===== config.mk =====
export PLATFORM = sky130hd
export DESIGN_NAME = pfpp_host
export DESIGN_NICKNAME = d
export VERILOG_FILES = /design/src/verilog/pfpp_pkg.sv /design/src/verilog/pfpp_cyc_if.sv /design/src/verilog/pfpp_bus_cycle.sv /design/src/verilog/pfpp_host.sv
export SDC_FILE = /design/constraint.sdc
export NUM_CORES = 1
export LEC_CHECK = 0
export BUFFER_PORTS_ARGS = -buffer_cell sky130_fd_sc_hd__buf_4
export CAP_MARGIN = 20
export CORE_ASPECT_RATIO = 1.2
export CORE_MARGIN = 2
export CORE_UTILIZATION = 45
export CTS_CLUSTER_SIZE = 24
export DETAILED_ROUTE_END_ITERATION = 6
export PLACE_DENSITY = 0.65
export SETUP_SLACK_MARGIN = 0.2
export SYNTH_ARGS = -nofsm -noshare
export SYNTH_HDL_FRONTEND = slang
export SYNTH_SLANG_ARGS = --single-unit

===== constraint.sdc =====
create_clock -name clk_i -period 4.35 [get_ports clk_i]
set_input_delay 0.87 -clock clk_i [delete_from_list [all_inputs] [get_ports clk_i]]
set_output_delay 0.87 -clock clk_i [all_outputs]
set_load 0.05 [all_outputs]

===== src/verilog/pfpp_pkg.sv =====
package pfpp_pkg;

  // ---------------------------------------------------------------
  // bus geometry
  // ---------------------------------------------------------------
  localparam int CLK_NS = 40;
  localparam int ADDR_W = 15;
  localparam int DATA_W = 8;
  localparam int PAGE_LSB = 6;
  localparam int PAGE_BYTES = 64;
  localparam int ALT_STATUS_BIT = 6;

  // ---------------------------------------------------------------
  // timing
  // ---------------------------------------------------------------
  localparam int GAP_US = 150;
  localparam logic [11:0] GAP_CYC = 12'(GAP_US * 1000 / CLK_NS);
  // covers request register, engine idle and setup before the strobe falls
  localparam logic [11:0] GAP_MARGIN_CYC = 12'h010;
  localparam logic [11:0] GAP_ACCEPT_CYC = GAP_CYC - GAP_MARGIN_CYC;
  localparam int WE_LOW_NS = 100;
  localparam logic [3:0] WE_LOW_CYC = 4'((WE_LOW_NS + CLK_NS - 1) / CLK_NS);
  localparam int READ_NS = 150;
  localparam logic [3:0] READ_CYC = 4'((READ_NS + CLK_NS - 1) / CLK_NS);
  localparam int TWC_MS = 10;
  localparam int TWC_CYC_DEF = TWC_MS * 1000000 / CLK_NS;
  localparam int POLL_W = 24;

  // ---------------------------------------------------------------
  // commands and sequences
  // ---------------------------------------------------------------
  localparam logic [1:0] OP_READ = 2'h0;
  localparam logic [1:0] OP_LOAD = 2'h1;
  localparam logic [1:0] OP_SEQ = 2'h2;
  localparam logic [1:0] SEQ_LOCK_ON = 2'h0;
  localparam logic [1:0] SEQ_LOCK_OFF = 2'h1;
  localparam logic [1:0] SEQ_ERASE = 2'h2;
  localparam logic [2:0] SEQ_SHORT_LEN = 3'h3;
  localparam logic [2:0] SEQ_LONG_LEN = 3'h6;

  // ---------------------------------------------------------------
  // state types
  // ---------------------------------------------------------------
  typedef enum logic [1:0] {
    E_IDLE = 2'b00,
    E_SETUP = 2'b01,
    E_STROBE = 2'b10,
    E_HOLD = 2'b11
  } pfpp_eng_st_type;

  typedef enum logic [2:0] {
    H_IDLE = 3'b000,
    H_WR = 3'b001,
    H_GAP = 3'b010,
    H_RD = 3'b011,
    H_POLL = 3'b100,
    H_PCHK = 3'b101
  } pfpp_host_st_type;

  typedef struct packed {
    pfpp_eng_st_type st;
    logic [3:0] cnt;
    logic wr;
    logic ce_n;
    logic oe_n;
    logic we_n;
    logic [ADDR_W-1:0] addr;
    logic [DATA_W-1:0] dq;
    logic dq_oe;
    logic done;
    logic [DATA_W-1:0] rdata;
  } pfpp_eng_type;

  typedef struct packed {
    pfpp_host_st_type st;
    logic ready;
    logic rsp_valid;
    logic [DATA_W-1:0] rsp_data;
    logic busy;
    logic done;
    logic tmo;
    logic partial;
    logic req;
    logic wr;
    logic [ADDR_W-1:0] addr;
    logic [DATA_W-1:0] wdata;
    logic pend_valid;
    logic [1:0] pend_op;
    logic [ADDR_W-1:0] pend_addr;
    logic [DATA_W-1:0] pend_data;
    logic seq_active;
    logic [1:0] seq_id;
    logic [2:0] seq_idx;
    logic page_valid;
    logic [ADDR_W-PAGE_LSB-1:0] page;
    logic [PAGE_BYTES-1:0] mask;
    logic [ADDR_W-1:0] last_addr;
    logic prev_ok;
    logic prev_alt;
    logic [11:0] gap_cnt;
    logic [POLL_W-1:0] poll_cnt;
  } pfpp_host_type;

  localparam pfpp_eng_type PFPP_ENG_RST = '{st: E_IDLE, ce_n: 1'b1, oe_n: 1'b1, we_n: 1'b1, default: '0};
  localparam pfpp_host_type PFPP_HOST_RST = '{st: H_IDLE, ready: 1'b1, default: '0};

endpackage


===== src/verilog/pfpp_cyc_if.sv =====
`timescale 1ns/1ns
interface pfpp_cyc_if;
  import pfpp_pkg::*;
  logic req;
  logic wr;
  logic [ADDR_W-1:0] addr;
  logic [DATA_W-1:0] wdata;
  logic done;
  logic [DATA_W-1:0] rdata;
  modport master (output req, output wr, output addr, output wdata, input done, input rdata);
  modport engine (input req, input wr, input addr, input wdata, output done, output rdata);
endinterface


===== src/verilog/pfpp_bus_cycle.sv =====
`timescale 1ns/1ns
module pfpp_bus_cycle
  import pfpp_pkg::*;
(
  // clock and reset
  input wire logic clk_i,
  input wire logic rst_i,
  // request side
  pfpp_cyc_if.engine cyc,
  // flash pins
  output logic ce_n_o,
  output logic oe_n_o,
  output logic we_n_o,
  output logic [ADDR_W-1:0] addr_o,
  input wire logic [DATA_W-1:0] dq_i,
  output logic [DATA_W-1:0] dq_o,
  output logic dq_oe_o
);

  pfpp_eng_type r_reg;
  pfpp_eng_type r_next;

  // ---------------------------------------------------------------
  // one strobed cycle per request
  // ---------------------------------------------------------------
  always_comb begin
    r_next = r_reg;
    r_next.done = 1'b0;
    case (r_reg.st)
      E_IDLE: begin
        if (cyc.req) begin
          r_next.wr = cyc.wr;
          r_next.addr = cyc.addr;
          r_next.dq = cyc.wdata;
          r_next.ce_n = 1'b0;
          r_next.oe_n = cyc.wr; // write keeps output drive off [RULE3]
          r_next.dq_oe = cyc.wr;
          r_next.cnt = 4'h0;
          r_next.st = E_SETUP;
        end
      end
      E_SETUP: begin
        if (r_reg.wr) begin
          r_next.we_n = 1'b0; // strobe falls with chip select already low [RULE3]
          r_next.cnt = WE_LOW_CYC - 4'h1;
          r_next.st = E_STROBE;
        end else begin
          r_next.cnt = r_reg.cnt + 4'h1;
          if (r_reg.cnt == READ_CYC - 4'h1) begin
            r_next.rdata = dq_i;
            r_next.st = E_HOLD;
          end
        end
      end
      E_STROBE: begin
        if (r_reg.cnt == 4'h0) begin
          r_next.we_n = 1'b1;
          r_next.st = E_HOLD;
        end else begin
          r_next.cnt = r_reg.cnt - 4'h1;
        end
      end
      E_HOLD: begin
        // data held one cycle past the rising strobe
        r_next.ce_n = 1'b1;
        r_next.oe_n = 1'b1;
        r_next.we_n = 1'b1;
        r_next.dq_oe = 1'b0;
        r_next.done = 1'b1;
        r_next.st = E_IDLE;
      end
      default: r_next = PFPP_ENG_RST;
    endcase
  end

  always_ff @(posedge clk_i) begin
    if (rst_i) begin
      r_reg <= PFPP_ENG_RST;
    end else begin
      r_reg <= r_next;
    end
  end

  assign ce_n_o = r_reg.ce_n;
  assign oe_n_o = r_reg.oe_n;
  assign we_n_o = r_reg.we_n;
  assign addr_o = r_reg.addr;
  assign dq_o = r_reg.dq;
  assign dq_oe_o = r_reg.dq_oe;
  assign cyc.done = r_reg.done;
  assign cyc.rdata = r_reg.rdata;

  // ---------------------------------------------------------------
  // checks
  // ---------------------------------------------------------------
  a_we_pulse_frame: assert property (@(posedge clk_i) disable iff (rst_i)
    $fell(we_n_o) |-> (!we_n_o && !ce_n_o && oe_n_o && dq_oe_o) [*3] ##1 we_n_o) // [RULE3]
    else $error("write strobe frame wrong");
  a_read_no_strobe: assert property (@(posedge clk_i) disable iff (rst_i)
    !oe_n_o |-> we_n_o && !dq_oe_o) // [RULE3]
    else $error("read overlaps write");

endmodule


===== src/verilog/pfpp_host.sv =====
`timescale 1ns/1ns
// Summary of operation
// [RULE1] device drives data when selected and enabled
// [RULE2] device floats data when deselected or disabled
// [RULE3] host pulses one strobe, other low, output off
// [RULE4] device takes address at later falling edge
// [RULE5] device takes data at earlier rising edge
// [RULE6] whole page loaded, missing bytes become undefined
// [RULE7] next strobe within 150 us, else programming
// [RULE8] same page on every load strobe
// [RULE9] device accepts page bytes in any order
// [RULE10] device latches page and data, bus freed
// [RULE11] device erases page then writes latched bytes; the flash model inverts every page byte instead of erasing it
// [RULE12] reads return polling status during write cycle
// [RULE13] three-byte command enables write lock
// [RULE14] locked: each program starts with three commands
// [RULE15] lock survives power, cleared by disable sequence
// [RULE16] locked write without sequence only runs timer
// [RULE17] no programming with output on or strobe high
// [RULE18] device ignores strobe glitches under 15 ns
// [RULE19] polled last byte shows inverted top bit
// [RULE20] alternating status bit toggles while busy
// [RULE21] host waits for completion before next access; the host gives up after TWC_CYC clock cycles of polling and raises prog_timeout_o
// [RULE22] six-byte command sequence erases whole array
module pfpp_host
  import pfpp_pkg::*;
#(
  parameter int unsigned TWC_CYC = TWC_CYC_DEF,
  parameter logic [5:0][ADDR_W+DATA_W-1:0] SEQ_LOCK_ON_TBL = '0,
  parameter logic [5:0][ADDR_W+DATA_W-1:0] SEQ_LOCK_OFF_TBL = '0,
  parameter logic [5:0][ADDR_W+DATA_W-1:0] SEQ_ERASE_TBL = '0
) (
  // clock and reset
  input wire logic clk_i,
  input wire logic rst_i,
  // command port
  input wire logic cmd_valid_i,
  input wire logic [1:0] cmd_op_i,
  input wire logic [ADDR_W-1:0] cmd_addr_i,
  input wire logic [DATA_W-1:0] cmd_data_i,
  output logic cmd_ready_o,
  // answers and status
  output logic rsp_valid_o,
  output logic [DATA_W-1:0] rsp_data_o,
  output logic busy_o,
  output logic prog_done_o,
  output logic prog_timeout_o,
  output logic page_partial_o,
  // flash pins
  output logic flash_ce_n_o,
  output logic flash_oe_n_o,
  output logic flash_we_n_o,
  output logic [ADDR_W-1:0] flash_addr_o,
  input wire logic [DATA_W-1:0] flash_dq_i,
  output logic [DATA_W-1:0] flash_dq_o,
  output logic flash_dq_oe_o
);

  pfpp_host_type r_reg;
  pfpp_host_type r_next;
  pfpp_cyc_if cyc ();
  logic take;

  // ---------------------------------------------------------------
  // command sequence tables
  // ---------------------------------------------------------------
  function automatic logic [ADDR_W+DATA_W-1:0] seq_entry(input logic [1:0] id, input logic [2:0] idx);
    logic [ADDR_W+DATA_W-1:0] e;
    e = '0;
    if (id == SEQ_LOCK_ON) begin
      e = SEQ_LOCK_ON_TBL[idx];
    end else if (id == SEQ_LOCK_OFF) begin
      e = SEQ_LOCK_OFF_TBL[idx];
    end else begin
      e = SEQ_ERASE_TBL[idx];
    end
    return e;
  endfunction

  function automatic logic [2:0] seq_len(input logic [1:0] id);
    return (id == SEQ_LOCK_ON) ? SEQ_SHORT_LEN : SEQ_LONG_LEN;
  endfunction

  // starts a read, a page byte load or a command sequence
  function automatic pfpp_host_type launch(input pfpp_host_type s, input logic [1:0] op,
                                           input logic [ADDR_W-1:0] a, input logic [DATA_W-1:0] d);
    pfpp_host_type t;
    t = s;
    t.req = 1'b1;
    t.busy = 1'b1;
    t.wr = 1'b1;
    if (op == OP_READ) begin
      t.wr = 1'b0;
      t.addr = a;
      t.st = H_RD;
    end else if (op == OP_LOAD) begin
      t.addr = a;
      t.wdata = d;
      t.last_addr = a;
      t.page_valid = 1'b1;
      t.page = a[ADDR_W-1:PAGE_LSB];
      t.mask[a[PAGE_LSB-1:0]] = 1'b1; // bytes may come in any order [RULE9]
      t.st = H_WR;
    end else begin
      // lock-on prefix leaves page unset so the page follows in the window [RULE13] [RULE14]
      t.seq_active = 1'b1;
      t.seq_id = d[1:0];
      t.seq_idx = 3'h0;
      {t.addr, t.wdata} = seq_entry(d[1:0], 3'h0);
      t.last_addr = t.addr;
      t.st = H_WR;
    end
    return t;
  endfunction

  // ---------------------------------------------------------------
  // sequencer
  // ---------------------------------------------------------------
  assign take = cmd_valid_i && r_reg.ready;

  always_comb begin
    r_next = r_reg;
    r_next.req = 1'b0;
    r_next.rsp_valid = 1'b0;
    r_next.done = 1'b0;
    r_next.tmo = 1'b0;
    r_next.partial = 1'b0;
    case (r_reg.st)
      H_IDLE: begin
        r_next.page_valid = 1'b0;
        r_next.mask = '0;
        if (r_reg.pend_valid) begin
          r_next.pend_valid = 1'b0;
          r_next = launch(r_next, r_reg.pend_op, r_reg.pend_addr, r_reg.pend_data);
        end else if (take) begin
          r_next = launch(r_next, cmd_op_i, cmd_addr_i, cmd_data_i);
        end
      end
      H_WR: begin
        if (cyc.done) begin
          if (r_reg.seq_active && r_reg.seq_idx != seq_len(r_reg.seq_id) - 3'h1) begin
            r_next.seq_idx = r_reg.seq_idx + 3'h1; // erase code runs all six loads [RULE22]
            {r_next.addr, r_next.wdata} = seq_entry(r_reg.seq_id, r_next.seq_idx);
            r_next.last_addr = r_next.addr;
            r_next.req = 1'b1;
          end else begin
            r_next.seq_active = 1'b0;
            r_next.gap_cnt = 12'h000;
            r_next.st = H_GAP;
          end
        end
      end
      H_GAP: begin
        r_next.gap_cnt = r_reg.gap_cnt + 12'h001;
        if (r_reg.gap_cnt == GAP_CYC - 12'h001) begin
          // device has started its cycle; only completion polling from here [RULE7] [RULE21]
          r_next.partial = r_reg.page_valid && !(&r_reg.mask); // [RULE6]
          r_next.poll_cnt = '0;
          r_next.prev_ok = 1'b0;
          r_next.st = H_POLL;
        end
        if (take) begin
          if (cmd_op_i == OP_LOAD && (!r_reg.page_valid || cmd_addr_i[ADDR_W-1:PAGE_LSB] == r_reg.page)) begin
            r_next = launch(r_next, cmd_op_i, cmd_addr_i, cmd_data_i); // [RULE7] [RULE8]
          end else begin
            // other page or access: held until polling sees completion or times out [RULE8] [RULE21]
            r_next.pend_valid = 1'b1;
            r_next.pend_op = cmd_op_i;
            r_next.pend_addr = cmd_addr_i;
            r_next.pend_data = cmd_data_i;
          end
        end
      end
      H_RD: begin
        if (cyc.done) begin
          r_next.rsp_valid = 1'b1;
          r_next.rsp_data = cyc.rdata;
          r_next.busy = 1'b0;
          r_next.st = H_IDLE;
        end
      end
      H_POLL: begin
        r_next.poll_cnt = r_reg.poll_cnt + POLL_W'(1);
        r_next.req = 1'b1;
        r_next.wr = 1'b0;
        r_next.addr = r_reg.last_addr; // [RULE21]
        r_next.st = H_PCHK;
      end
      H_PCHK: begin
        r_next.poll_cnt = r_reg.poll_cnt + POLL_W'(1);
        if (cyc.done) begin
          r_next.prev_ok = 1'b1;
          r_next.prev_alt = cyc.rdata[ALT_STATUS_BIT];
          if (r_reg.prev_ok && cyc.rdata[ALT_STATUS_BIT] == r_reg.prev_alt) begin
            // status bit stopped alternating: next access allowed [RULE21]
            r_next.done = 1'b1;
            r_next.busy = 1'b0;
            r_next.st = H_IDLE;
          end else if (r_reg.poll_cnt >= POLL_W'(TWC_CYC)) begin
            r_next.tmo = 1'b1;
            r_next.busy = 1'b0;
            r_next.st = H_IDLE;
          end else begin
            r_next.st = H_POLL;
          end
        end
      end
      default: r_next = PFPP_HOST_RST;
    endcase
    // window closes early so the next falling strobe lands inside it [RULE7]
    r_next.ready = !r_next.pend_valid &&
                   (r_next.st == H_IDLE || (r_next.st == H_GAP && r_next.gap_cnt < GAP_ACCEPT_CYC));
  end

  always_ff @(posedge clk_i) begin
    if (rst_i) begin
      r_reg <= PFPP_HOST_RST;
    end else begin
      r_reg <= r_next;
    end
  end

  assign cyc.req = r_reg.req;
  assign cyc.wr = r_reg.wr;
  assign cyc.addr = r_reg.addr;
  assign cyc.wdata = r_reg.wdata;

  assign cmd_ready_o = r_reg.ready;
  assign rsp_valid_o = r_reg.rsp_valid;
  assign rsp_data_o = r_reg.rsp_data;
  assign busy_o = r_reg.busy;
  assign prog_done_o = r_reg.done;
  assign prog_timeout_o = r_reg.tmo;
  assign page_partial_o = r_reg.partial;

  pfpp_bus_cycle u_cycle (
    .clk_i(clk_i),
    .rst_i(rst_i),
    .cyc(cyc.engine),
    .ce_n_o(flash_ce_n_o),
    .oe_n_o(flash_oe_n_o),
    .we_n_o(flash_we_n_o),
    .addr_o(flash_addr_o),
    .dq_i(flash_dq_i),
    .dq_o(flash_dq_o),
    .dq_oe_o(flash_dq_oe_o)
  );

  // ---------------------------------------------------------------
  // checks
  // ---------------------------------------------------------------
  a_gap_accept_window: assert property (@(posedge clk_i) disable iff (rst_i)
    (r_reg.st == H_GAP && cmd_ready_o) |-> r_reg.gap_cnt < GAP_ACCEPT_CYC) // [RULE7]
    else $error("load accepted too late in window");
  a_gap_expiry_poll: assert property (@(posedge clk_i) disable iff (rst_i)
    (r_reg.st == H_GAP && r_reg.gap_cnt == GAP_CYC - 12'h001 && !take) |=> r_reg.st == H_POLL) // [RULE7]
    else $error("window expiry not followed by polling");
  a_same_page_load: assert property (@(posedge clk_i) disable iff (rst_i)
    (cyc.req && cyc.wr && !r_reg.seq_active && r_reg.page_valid) |->
      cyc.addr[ADDR_W-1:PAGE_LSB] == r_reg.page) // [RULE8]
    else $error("page changed during load");
  a_poll_only_busy: assert property (@(posedge clk_i) disable iff (rst_i)
    (cyc.req && (r_reg.st == H_PCHK || r_reg.st == H_POLL)) |-> !cyc.wr && cyc.addr == r_reg.last_addr) // [RULE21]
    else $error("access issued before completion");
  a_partial_flag: assert property (@(posedge clk_i) disable iff (rst_i)
    (r_reg.st == H_GAP && r_reg.gap_cnt == GAP_CYC - 12'h001 && r_reg.page_valid && !(&r_reg.mask))
      |=> page_partial_o) // [RULE6]
    else $error("partial page not flagged");
  a_lock_seq_gap: assert property (@(posedge clk_i) disable iff (rst_i)
    ($fell(r_reg.seq_active) && r_reg.seq_id == SEQ_LOCK_ON) |-> r_reg.st == H_GAP && !r_reg.page_valid) // [RULE14]
    else $error("lock prefix not followed by load window");
  a_lock_seq_len: assert property (@(posedge clk_i) disable iff (rst_i)
    ($fell(r_reg.seq_active) && r_reg.seq_id == SEQ_LOCK_ON) |-> $past(r_reg.seq_idx) == 3'h2) // [RULE13]
    else $error("lock sequence length wrong");
  a_erase_seq_len: assert property (@(posedge clk_i) disable iff (rst_i)
    ($fell(r_reg.seq_active) && r_reg.seq_id == SEQ_ERASE) |-> $past(r_reg.seq_idx) == 3'h5) // [RULE22]
    else $error("erase sequence length wrong");

  c_read_done: cover property (@(posedge clk_i) disable iff (rst_i) rsp_valid_o);
  c_prog_done: cover property (@(posedge clk_i) disable iff (rst_i) prog_done_o);
  c_prog_timeout: cover property (@(posedge clk_i) disable iff (rst_i) prog_timeout_o);
  c_erase_seq: cover property (@(posedge clk_i) disable iff (rst_i)
    $fell(r_reg.seq_active) && r_reg.seq_id == SEQ_ERASE);

endmodule


==> flow_summary.ini <==
[final_layout]
final_net_count = 1461
areaGrowthSynthToFinish_pct = 11.6
largest_reg_flops = 162
layout-drive-gt1-share_pct = 11.7
utilization_pct = 50.9
n_antenna_cell = 0
fin_area_sq_mm = 0.0134
fin_cells = 1767

[clocking]
clkTransAtPathRegs_ns = 0.06
root_buffer = clkbuf_16
cts_buffers = 26
clk_latency_ns = 0.55
htree_num_levels = 1
cts_hold_buf = 0
post_cts_resized = 0
cts.sinks = 244
clock_path_buffers = 3
post_cts_buffers = 0
cts_tree = built

[die]
boundaryPins = 77
initial_core_util_pct = 45.6
die_height_microns = 183
die-area_sq_mm = 0.0280
fp.coreArea_sq_mm = 0.0263
die_w_microns = 153
rows = 65

[setup_path]
cp_cell_sequence = or3b_1, a21oi_1, a21oi_4, nand4_4, nor2_1, a22o_1
crit_path_start = r_reg[198]
cp_max_fo = 22
timing.rr.start = r_reg[198]
crit_arrival_ns = 3.81
worstSetupEndpointType = flip-flop
cp.required_ns = 4.84
cp-start-kind = flip-flop
slowest_stage = dfxtp_1
crit_type = reg -> reg
critPathMaxStageDelay_ns = 0.80

[routing]
first_pass_iters = 7
drcViolationCount = 5
via_per_inst = 6.22
num_vias = 11000
initialDrtViolationCount = 1294
routed_wl_microns = 34200
wl_per_cell_microns = 19.4
ant_nets = 0

[power]
swShare_pct = 28.1
ir_drop_mv = 0.279
combinationalPowerShare_pct = 13.9
cellPowerDensity_mw_per_mm2 = 399
p_int_mw = 3.84
finalPower_mw = 5.34
p_sw_mw = 1.50
p_clk_share_pct = 42.3
cellLeakagePower_nw = 4.80
seqPwrFrac_pct = 43.8

[grt]
track_usage_pct = 23.6
overflow = 0
grt_max_degree = 44
grt_pass1_wl_microns = 54800
antenna_found_initial = 0
grt_pass1_vias = 10300

[placed_design]
place_area_sq_mm = 0.0125
dp.cells = 1721
dp_slack_ns = 0.763
portBuffers = 76
place_hpwl_microns = 23500
gp_congestion = 0.999

[logic_synthesis]
syn-num-nets = 1470
synth_cell_types = 80
synth_seq_cells = 244
netlist_instances = 1423
synthTopCellsByArea = dfxtp_1 41%, a22oi_1 6.0%, a22o_1 5.8%
synth.avg_cell_area_sq_um = 8.42
synth_edf_count = 0
yosysWarnings = 0
synth_area_sq_mm = 0.0120
yosysTopAreaCellShare_pct = 40.8
yosys-top-cells-count = 244 x dfxtp_1, 164 x nand2_1, 138 x nor2_1
synth_top_cell_by_area = dfxtp_1
ys_seq_area_share_pct = 40.8
async_reset_ff_share_pct = 0
yosysMostFrequentCell = dfxtp_1
synthFlopType = dfxtp_1

[sta]
setup_slack_ns = 1.03
finalSetupViolations = 0
finalMaxSlewViolations = 0
grt_setup_unrepaired = no
fmax_ghz = 0.301
slew_headroom_pct = 24.5
period_share_pct = 76.4
fin_tns_setup_ns = 0
hold_slack_ns = 0.452
finalClockSkew_ns = 0.0199
hold_viol = 0
tightest_slew_ns = 1.12
fin_crit_ns = 3.32

[job]
cap_violations = 0

[hold_path]
min_path_type = reg -> reg
worstHoldStart = r_reg[89]

[outcome]
failed_checks = design-rule violations
status = complete, but fails checks
-- cell type report --
type	instances	area, sq um
clock buffer	37	762
clock inverter	9	123
fill	2498	12900
inverter	15	56.3
multi-input combinational	1031	6410
sequential	244	4880
tap	335	419
timing repair buffer	96	721
-- final timing paths --
| path | end | slack (ns) | depth (start not counted) |
|---|---|---|---|
| max | r_reg[118] | 1.03 | 6 |
| max reg2reg | r_reg[118] | 1.03 | 6 |
| min reg2reg | r_reg[89] | 0.45 | 2 |
| min | r_reg[89] | 0.45 | 2 |
-- per-layer routing --
metal	share of wire (%)	GRT usage (%)
met1	42	30.5
met2	46	38.6
met3	7.9	4.91
met4	3.6	9.37
met5	0	0
-- worst max-delay path, delay by kind of cell, from the launching register on --
family          cells  cell delay [ns]
simple gates        3             1.66
flops               1             0.80
compound gates      3             0.80
-- cell families after synthesis --
kind of cell / count (synthesis) / synth area share, %
buf+inv: 148 / 5.86
simple gates: 505 / 20.7
compound gates: 461 / 27.3
mux: 21 / 1.83
flops: 244 / 40.8
xor+xnor: 33 / 2.41
fa+ha+maj: 11 / 1.15
-- cells in the final DEF, fill, tap and decap left out, types with 18 or more instances in the layout --
cell type and instances:
nand4_1 26, a21oi_1 66, clkbuf_16 26, a22o_1 79
dfxtp_1 244, o22ai_1 64, nor2_1 136, nor3_1 24
buf_4 96, nand2_1 164, nand2b_1 18, nand3_1 29
xor2_1 25, o21ai_0 67, nor2b_1 19, a22oi_1 96
-- power by group through the flow --
stage | registers [mW] | clock network (mW) | logic, mW
3_3_place_gp | 2.39 | 0 | 0.726
2_1_floorplan | 2.40 | 0 | 0.509
3_5_place_dp | 2.39 | 0 | 0.731
4_1_cts | 2.34 | 2.31 | 0.733
6_report | 2.34 | 2.26 | 0.741
5_1_grt | 2.35 | 2.42 | 0.809
(Power assumes the default switching activity.)
